$ cat config.mk
export PLATFORM = sky130hd
export DESIGN_NAME = dacbf_top
export DESIGN_NICKNAME = d
export VERILOG_FILES = /design/src/logic/dacbf_pkg.sv /design/src/logic/dacbf_sync2.sv /design/src/logic/dacbf_wsync.sv /design/src/logic/dacbf_top.sv
export SDC_FILE = /design/constraint.sdc
export NUM_CORES = 1
export LEC_CHECK = 0
export ABC_AREA = 0
export ABC_CLOCK_PERIOD_IN_PS = 1800
export BUFFER_PORTS_ARGS = -buffer_cell sky130_fd_sc_hd__buf_2
export CORE_UTILIZATION = 46
export DETAILED_ROUTE_END_ITERATION = 16
export PLACE_DENSITY_LB_ADDON = 0.2
export SETUP_SLACK_MARGIN = 0.15
export SYNTH_ARGS = -nofsm -noshare
export SYNTH_HDL_FRONTEND = slang
export SYNTH_SLANG_ARGS = --single-unit
export TNS_END_PERCENT = 5
$ cat constraint.sdc
create_clock -name REF_CLK -period 1.8 [get_ports REF_CLK]
set_clock_uncertainty 0.05 [all_clocks]
set_input_delay 0.18 -clock REF_CLK [delete_from_list [all_inputs] [get_ports REF_CLK]]
set_output_delay 0.18 -clock REF_CLK [all_outputs]
set_load 0.1 [all_outputs]
$ cat src/logic/dacbf_pkg.sv
// constants shared by the converter data buffer and flag logic
package dacbf_pkg;
    // ------------------------------------------------------------
    // register indices, byte address is four times the index
    // ------------------------------------------------------------
    localparam int IDX_W = 6;
    localparam logic [5:0] IDX_CTRL = 6'h01;
    localparam logic [5:0] IDX_EVCTRL = 6'h02;
    localparam logic [5:0] IDX_MASK_CLEAR = 6'h04;
    localparam logic [5:0] IDX_MASK_SET = 6'h05;
    localparam logic [5:0] IDX_FLAGS = 6'h06;
    localparam logic [5:0] IDX_STATUS = 6'h07;
    localparam logic [5:0] IDX_CONV = 6'h08;
    localparam logic [5:0] IDX_BUF = 6'h0C;

    // ------------------------------------------------------------
    // field positions and widths
    // ------------------------------------------------------------
    localparam int CTRL_W = 3;
    localparam int CTRL_LEFT_JUSTIFY = 2;
    localparam int EV_W = 2;
    localparam int EV_IN_EN = 0;
    localparam int EV_OUT_EN = 1;
    localparam int FLAG_W = 3;
    localparam int FLAG_UNDERRUN = 0;
    localparam int FLAG_EMPTY = 1;
    localparam int FLAG_SYNC_READY = 2;
    localparam int STATUS_BUSY = 7;
    localparam int SAMPLE_W = 16;
    localparam int CODE_W = 10;
    localparam int LEFT_LSB = 6;

    // ------------------------------------------------------------
    // reset values, bus codes and timing
    // ------------------------------------------------------------
    localparam logic [15:0] SAMPLE_RESET = 16'h0000;
    localparam logic [2:0] FLAG_RESET = 3'h0;
    localparam logic [31:0] WORD_ZERO = 32'h0000_0000;
    localparam logic [1:0] RESP_OKAY = 2'h0;
    localparam int SYNC_CYCLES = 4;
    localparam int SYNC_CNT_W = 3;
endpackage

$ cat src/logic/dacbf_sync2.sv
// two flip-flop synchroniser for a level from another clock domain
`timescale 1ns/100ps
module dacbf_sync2 (
    // clock and reset
    input wire logic clk,
    input wire logic rst_n,
    // level in and out
    input wire logic din,
    output logic dout
);
    logic stage1;

    // first stage is read only by the second
    always_ff @(posedge clk or negedge rst_n)
    begin
        if (!rst_n)
        begin
            stage1 <= 1'b0;
            dout <= 1'b0;
        end
        else
        begin
            stage1 <= din;
            dout <= stage1;
        end
    end
endmodule

$ cat src/logic/dacbf_wsync.sv
// write synchroniser timer: busy while a register update crosses over
`timescale 1ns/100ps
module dacbf_wsync (
    // clock and reset
    input wire logic clk,
    input wire logic rst_n,
    // start pulse and progress
    input wire logic start,
    output logic busy,
    output logic done
);
    localparam logic [dacbf_pkg::SYNC_CNT_W-1:0] LAST_CNT =
        dacbf_pkg::SYNC_CNT_W'(dacbf_pkg::SYNC_CYCLES - 1);
    logic [dacbf_pkg::SYNC_CNT_W-1:0] cnt;

    // a new start restarts the crossing
    always_ff @(posedge clk or negedge rst_n)
    begin
        if (!rst_n)
        begin
            busy <= 1'b0;
            cnt <= '0;
        end
        else if (start)
        begin
            busy <= 1'b1;
            cnt <= LAST_CNT;
        end
        else if (busy)
        begin
            if (cnt == '0)
                busy <= 1'b0;
            else
                cnt <= cnt - 1'b1;
        end
    end

    // completion in the last busy cycle
    assign done = busy && (cnt == '0) && !start;
endmodule

$ cat src/logic/dacbf_top.sv
// converter data buffer, flags and interrupts behind an ahb-lite slave
`timescale 1ns/100ps
module dacbf_top (
    // clock and reset
    input wire logic REF_CLK,
    input wire logic RESET_N,
    // ahb-lite slave
    input wire logic HSEL,
    input wire logic [31:0] HADDR,
    input wire logic [1:0] HTRANS,
    input wire logic HWRITE,
    input wire logic [2:0] HSIZE,
    input wire logic [31:0] HWDATA,
    input wire logic HREADY,
    output logic [31:0] HRDATA,
    output logic HREADYOUT,
    output logic [1:0] HRESP,
    // events
    input wire logic START_EVT,
    output logic BUF_DRAINED_EVT,
    // converter side and interrupt
    output logic [9:0] CONV_CODE,
    output logic IRQ
);
    // ------------------------------------------------------------
    // declarations
    // ------------------------------------------------------------
    logic dph_valid;
    logic dph_write;
    logic [dacbf_pkg::IDX_W-1:0] dph_idx;
    logic [dacbf_pkg::CTRL_W-1:0] secondary_control;
    logic [dacbf_pkg::EV_W-1:0] event_control;
    logic [dacbf_pkg::FLAG_W-1:0] irq_enable;
    logic [dacbf_pkg::FLAG_W-1:0] dac_irq_flags;
    logic flag_underrun;
    logic flag_empty;
    logic flag_sync_ready;
    logic [dacbf_pkg::SAMPLE_W-1:0] conversion_value;
    logic [dacbf_pkg::SAMPLE_W-1:0] buffered_sample;
    logic buf_full;
    logic evt_sync;
    logic evt_prev;
    logic evt_pulse;
    logic wr_any;
    logic wr_conv;
    logic wr_buf;
    logic wr_flags;
    logic xfer;
    logic underrun;
    logic sync_start;
    logic sync_in_progress;
    logic sync_done;
    logic left_justify;
    logic [31:0] next_rdata;

    // ------------------------------------------------------------
    // ahb-lite slave: zero wait states, always okay
    // ------------------------------------------------------------
    assign HREADYOUT = 1'b1;
    assign HRESP = dacbf_pkg::RESP_OKAY;

    // address phase capture
    always_ff @(posedge REF_CLK or negedge RESET_N)
    begin
        if (!RESET_N)
        begin
            dph_valid <= 1'b0;
            dph_write <= 1'b0;
            dph_idx <= '0;
        end
        else if (HREADY)
        begin
            dph_valid <= HSEL && HTRANS[1];
            dph_write <= HWRITE;
            dph_idx <= HADDR[dacbf_pkg::IDX_W+1:2];
        end
    end

    // data phase write strobes
    assign wr_any = dph_valid && dph_write;
    assign wr_conv = wr_any && (dph_idx == dacbf_pkg::IDX_CONV);
    assign wr_buf = wr_any && (dph_idx == dacbf_pkg::IDX_BUF);
    assign wr_flags = wr_any && (dph_idx == dacbf_pkg::IDX_FLAGS);

    // read mux; sample registers and unmapped words read zero
    always_comb
    begin
        next_rdata = dacbf_pkg::WORD_ZERO;
        case (HADDR[dacbf_pkg::IDX_W+1:2])
            dacbf_pkg::IDX_CTRL: next_rdata[dacbf_pkg::CTRL_W-1:0] = secondary_control;
            dacbf_pkg::IDX_EVCTRL: next_rdata[dacbf_pkg::EV_W-1:0] = event_control;
            dacbf_pkg::IDX_MASK_CLEAR: next_rdata[dacbf_pkg::FLAG_W-1:0] = irq_enable;
            dacbf_pkg::IDX_MASK_SET: next_rdata[dacbf_pkg::FLAG_W-1:0] = irq_enable;
            dacbf_pkg::IDX_FLAGS: next_rdata[dacbf_pkg::FLAG_W-1:0] = dac_irq_flags;
            dacbf_pkg::IDX_STATUS: next_rdata[dacbf_pkg::STATUS_BUSY] = sync_in_progress;
            default: next_rdata = dacbf_pkg::WORD_ZERO;
        endcase
    end

    // read data registered for the data phase
    always_ff @(posedge REF_CLK or negedge RESET_N)
    begin
        if (!RESET_N)
            HRDATA <= dacbf_pkg::WORD_ZERO;
        else if (HREADY && HSEL && HTRANS[1] && !HWRITE)
            HRDATA <= next_rdata;
    end

    // ------------------------------------------------------------
    // control, event control and interrupt enables
    // ------------------------------------------------------------
    always_ff @(posedge REF_CLK or negedge RESET_N)
    begin
        if (!RESET_N)
        begin
            secondary_control <= '0;
            event_control <= '0;
        end
        else if (wr_any && dph_idx == dacbf_pkg::IDX_CTRL)
            secondary_control <= HWDATA[dacbf_pkg::CTRL_W-1:0];
        else if (wr_any && dph_idx == dacbf_pkg::IDX_EVCTRL)
            event_control <= HWDATA[dacbf_pkg::EV_W-1:0];
    end

    assign left_justify = secondary_control[dacbf_pkg::CTRL_LEFT_JUSTIFY];

    // ones set or clear enables, zeros leave them
    always_ff @(posedge REF_CLK or negedge RESET_N)
    begin
        if (!RESET_N)
            irq_enable <= dacbf_pkg::FLAG_RESET;
        else if (wr_any && dph_idx == dacbf_pkg::IDX_MASK_SET)
            irq_enable <= irq_enable | HWDATA[dacbf_pkg::FLAG_W-1:0];
        else if (wr_any && dph_idx == dacbf_pkg::IDX_MASK_CLEAR)
            irq_enable <= irq_enable & ~HWDATA[dacbf_pkg::FLAG_W-1:0];
    end

    // ------------------------------------------------------------
    // start event input and buffer transfer
    // ------------------------------------------------------------
    dacbf_sync2 u_evt_sync (
        .clk(REF_CLK),
        .rst_n(RESET_N),
        .din(START_EVT),
        .dout(evt_sync)
    );

    // rising edge of the synchronised event
    always_ff @(posedge REF_CLK or negedge RESET_N)
    begin
        if (!RESET_N)
            evt_prev <= 1'b0;
        else
            evt_prev <= evt_sync;
    end

    assign evt_pulse = evt_sync && !evt_prev && event_control[dacbf_pkg::EV_IN_EN];
    assign xfer = evt_pulse && buf_full;
    assign underrun = evt_pulse && !buf_full;

    // buffered sample keeps the latest write
    always_ff @(posedge REF_CLK or negedge RESET_N)
    begin
        if (!RESET_N)
            buffered_sample <= dacbf_pkg::SAMPLE_RESET;
        else if (wr_buf)
            buffered_sample <= HWDATA[dacbf_pkg::SAMPLE_W-1:0];
    end

    // new data marker; a write in the transfer cycle refills it
    always_ff @(posedge REF_CLK or negedge RESET_N)
    begin
        if (!RESET_N)
            buf_full <= 1'b0;
        else if (wr_buf)
            buf_full <= 1'b1;
        else if (xfer)
            buf_full <= 1'b0;
    end

    // conversion data: software write wins over a transfer
    always_ff @(posedge REF_CLK or negedge RESET_N)
    begin
        if (!RESET_N)
            conversion_value <= dacbf_pkg::SAMPLE_RESET;
        else if (wr_conv)
            conversion_value <= HWDATA[dacbf_pkg::SAMPLE_W-1:0];
        else if (xfer)
            conversion_value <= buffered_sample;
    end

    // drained event pulse
    always_ff @(posedge REF_CLK or negedge RESET_N)
    begin
        if (!RESET_N)
            BUF_DRAINED_EVT <= 1'b0;
        else
            BUF_DRAINED_EVT <= xfer && event_control[dacbf_pkg::EV_OUT_EN];
    end

    // ------------------------------------------------------------
    // converter-side update after the crossing
    // ------------------------------------------------------------
    assign sync_start = wr_conv || wr_buf || xfer;

    dacbf_wsync u_wsync (
        .clk(REF_CLK),
        .rst_n(RESET_N),
        .start(sync_start),
        .busy(sync_in_progress),
        .done(sync_done)
    );

    // selected ten bits of the conversion data
    always_ff @(posedge REF_CLK or negedge RESET_N)
    begin
        if (!RESET_N)
            CONV_CODE <= '0;
        else if (sync_done && left_justify)
            CONV_CODE <= conversion_value[dacbf_pkg::SAMPLE_W-1:dacbf_pkg::LEFT_LSB];
        else if (sync_done)
            CONV_CODE <= conversion_value[dacbf_pkg::CODE_W-1:0];
    end

    // ------------------------------------------------------------
    // sticky flags: hardware set wins over a written one
    // ------------------------------------------------------------
    always_ff @(posedge REF_CLK or negedge RESET_N)
    begin
        if (!RESET_N)
            flag_underrun <= 1'b0;
        else if (underrun)
            flag_underrun <= 1'b1;
        else if (wr_flags && HWDATA[dacbf_pkg::FLAG_UNDERRUN])
            flag_underrun <= 1'b0;
    end

    // buffer-empty set only by a real transfer
    always_ff @(posedge REF_CLK or negedge RESET_N)
    begin
        if (!RESET_N)
            flag_empty <= 1'b0;
        else if (xfer)
            flag_empty <= 1'b1;
        else if (wr_buf || (wr_flags && HWDATA[dacbf_pkg::FLAG_EMPTY]))
            flag_empty <= 1'b0;
    end

    // sync-ready set when a crossing completes
    always_ff @(posedge REF_CLK or negedge RESET_N)
    begin
        if (!RESET_N)
            flag_sync_ready <= 1'b0;
        else if (sync_done)
            flag_sync_ready <= 1'b1;
        else if (wr_flags && HWDATA[dacbf_pkg::FLAG_SYNC_READY])
            flag_sync_ready <= 1'b0;
    end

    // flag bits gathered into the register view, one driver per bit
    always_comb
    begin
        dac_irq_flags = dacbf_pkg::FLAG_RESET;
        dac_irq_flags[dacbf_pkg::FLAG_UNDERRUN] = flag_underrun;
        dac_irq_flags[dacbf_pkg::FLAG_EMPTY] = flag_empty;
        dac_irq_flags[dacbf_pkg::FLAG_SYNC_READY] = flag_sync_ready;
    end

    // level interrupt from enabled flags
    assign IRQ = |(dac_irq_flags & irq_enable);
endmodule

==> impl_metrics.tcl <==
set metrics [dict create \
    status "complete, no violations" \
    cp-end-kind "flip-flop" \
    syn2layout_area_growth_pct 18.9 \
    cap_violations 0 \
    crit_chain "and4bb_4 -> buf_6 -> nand4b_1 -> mux2_4" \
    final_antenna_net_count 0 \
    ys.flop_type "dfrtp_1" \
    cts_tree "built" \
    avgSynthCellArea_sq_um 13.4 \
    crit-reg2reg-launch "dph_idx[5]" \
    crit_fanout 8 \
    overflow 0 \
    synth_cells 277 \
    crit_path_end "secondary_control[2]" \
    period_share 0.968 \
    final_cell_area_sq_um 4410 \
    layout_commonest_cell "dfrtp_1" \
    diodes 0 \
    finalSetupViolCount 0 \
    multiInputGateArea_sq_um 1810 \
    critPathLaunch "dph_idx[5]" \
    criticalPathCategory "flip-flop to flip-flop" \
    first_iter_violations 149 \
    grtUsageTotal 0.177 \
    synth-edff-count 0 \
    pin_count 122 \
    p_per_area_nw_per_um2 1200 \
    drt-pass1-iter-count 4 \
    port_buffers 44 \
    final_cell_mix "74 x dfrtp_1, 50 x mux2_4, 43 x buf_2, 35 x mux2_2, 31 x conb_1" \
    dpl.hpwl_um 4490 \
    synth.ff_latch_count 74 \
    numCtsBuffers 9 \
    ff2ff_path_depth 4 \
    cp-start-kind "flip-flop" \
    ir_drop_mv 0.915 \
    critical_path_required_ns 1.98 \
    drt-wirelength-per-cell_um 15.9 \
    routed_wl_um 7050 \
    slew-limit-headroom 0.621 \
    ys_async_sr_fraction 1.00 \
    crit_cells 4 \
    vias_per_cell 5.05 \
    gp_congestion 0.747 \
    hold_class "input port to flip-flop" \
    worst_pin_slew_ns 0.561 \
    yosysSeqAreaShare 0.499 \
    root_buffer "clkbuf_8" \
    finalHoldViolCount 0 \
    regArea_sq_um 1850 \
    die_x_um 91.8 \
    routed-via-count 2235 \
    total_power_mw 5.30 \
    core_area_sq_um 7770 \
    route.detailed.drc 0 \
    clkTransAtPathRegs_ns 0.07 \
    synth.distinct_cells 41 \
    start_util 0.477 \
    drive_gt1_frac 0.493 \
    fmax_mhz 574 \
    rsz0062_at_grt "yes" \
    yosys_warnings 0 \
    rows 32 \
    crit_buf_inv 1 \
    first_global_vias 2250 \
    max_stage_delay_ns 0.43 \
    p_leak_nw 2.18 \
    crit_path_top_delay_cell "and4bb_4" \
    grt_max_degree 75 \
    post-route-min-period_ns 1.74 \
    dieArea_sq_um 8420 \
    die_h_um 91.8 \
    syn-cell-area_sq_um 3710 \
    nNetsFinal 413 \
    h-tree-depth 3 \
    crit_arrival_ns 1.92 \
    ctsLongestPathBuffers 2 \
    crit_family "simple AND/OR/NAND/NOR gates" \
    reg2reg_slack_ns 0.06 \
    grt_pass1_wl_um 11400 \
    crit-reg2reg-capture "secondary_control[2]" \
    slew_viol_final 0 \
    clkSinkCount 74 \
    final_util 0.567 \
    nFillCells 664 \
    worstSkewPairLatency_ns 0.34 \
    antenna_found_initial 0 \
    dpl-instance-area_sq_um 4000 \
]
kinds of logic after synthesis:
logic type	synth area share
AOI/OAI and AO/OA	0.0327
xor gates and xnor gates	0.00236
adders and majority gates	0.00675
buffers and inverters	0.0857
DFF	0.499
muxes	0.276
other	0.00203
and+or+nand+nor	0.0945
layer usage:
metal / routed length, um / GRT usage / part of all wire / up-vias
li1: - / - / - / 1048
met1: 3370 / 0.232 / 0.48 / 1113
met2: 3290 / 0.283 / 0.47 / 66
met3: 329 / 0.0547 / 0.047 / 8
met4: 62 / 0.0508 / 0.0088 / 0
met5: 0 / 0 / 0 / -
power by group:
group / internal (mW) / switching, mW
clock: 0.533 / 0.593
combinational: 0.711 / 1.32
sequential: 1.96 / 0.189
total: 3.20 / 2.10
per-stage QoR:
stage          TNS (ns)  worst slack (ns)  hold WS, ns  cells
2_1_floorplan         0             0.130       -0.166    306
3_3_place_gp          0            0.0150        0.194    424
3_5_place_dp          0            0.0179        0.198    424
4_1_cts               0            0.0174       0.0102    442
5_1_grt         -0.0130           -0.0121       0.0118    443
6_report              0            0.0576       0.0259    443
cell usage after synthesis (2+ instances only):
library cell	instances	area [sq um]
dfrtp_1	74	1850
mux2_2	67	754
buf_4	31	233
mux2_4	18	270
nand2_1	13	48.8
nand4_1	7	43.8
inv_1	6	22.5
nor2b_1	6	37.5
clkbuf_1	5	18.8
nand4b_1	5	43.8
o211ai_1	4	30.0
and4b_1	3	30.0
buf_6	3	33.8
o21ai_0	3	15.0
a22oi_1	2	15.0
buf_2	2	10.0
conb_1	2	7.51
ha_1	2	25.0
nand3_1	2	10.0
how the worst min path moves through the flow:
stage                     from              endpoint  cells past startpoint  slack (ns)
floorplan              RESET_N       BUF_DRAINED_EVT                      0       -0.17
global placement       RESET_N             HRDATA[0]                      2        0.19
detailed placement     RESET_N             HRDATA[0]                      2        0.20
CTS                  HWDATA[3]    buffered_sample[3]                      2        0.01
global route        HWDATA[15]  conversion_value[15]                      2        0.01
finish              HWDATA[15]  conversion_value[15]                      2        0.03
area by class of cell:
class | count | area share
Clock buffer | 13 | 0.0338
Tap cell | 102 | 0.0290
Sequential cell | 74 | 0.420
Timing Repair Buffer | 60 | 0.0971
Clock inverter | 3 | 0.00341
Inverter | 6 | 0.00511
Multi-Input combinational cell | 185 | 0.412
what timing repair did:
| item | CTS | global route |
|---|---|---|
| pin swaps | 0 | 7 |
| gates resized for setup | 1 | 56 |
| hold buffers | 2 | 0 |
| endpoints found under the setup margin | 30 | 33 |
| buffers inserted | 0 | 1 |
| endpoints found under the hold margin | 75 | 0 |
state kept, by name, summed over array words and instances (netlist names), named ones only:
register and count:
buf_full 1, flag_sync_ready 1, u_wsync.busy 1, flag_underrun 1
dph_idx 6, dph_write 1, CONV_CODE 10, u_evt_sync.dout 1
HRDATA 4, u_evt_sync.stage1 1, buffered_sample 16, evt_prev 1
flag_empty 1, conversion_value 16, secondary_control 3, u_wsync.cnt 3
event_control 2, dph_valid 1, BUF_DRAINED_EVT 1
Power figures use the tool's default switching activity.
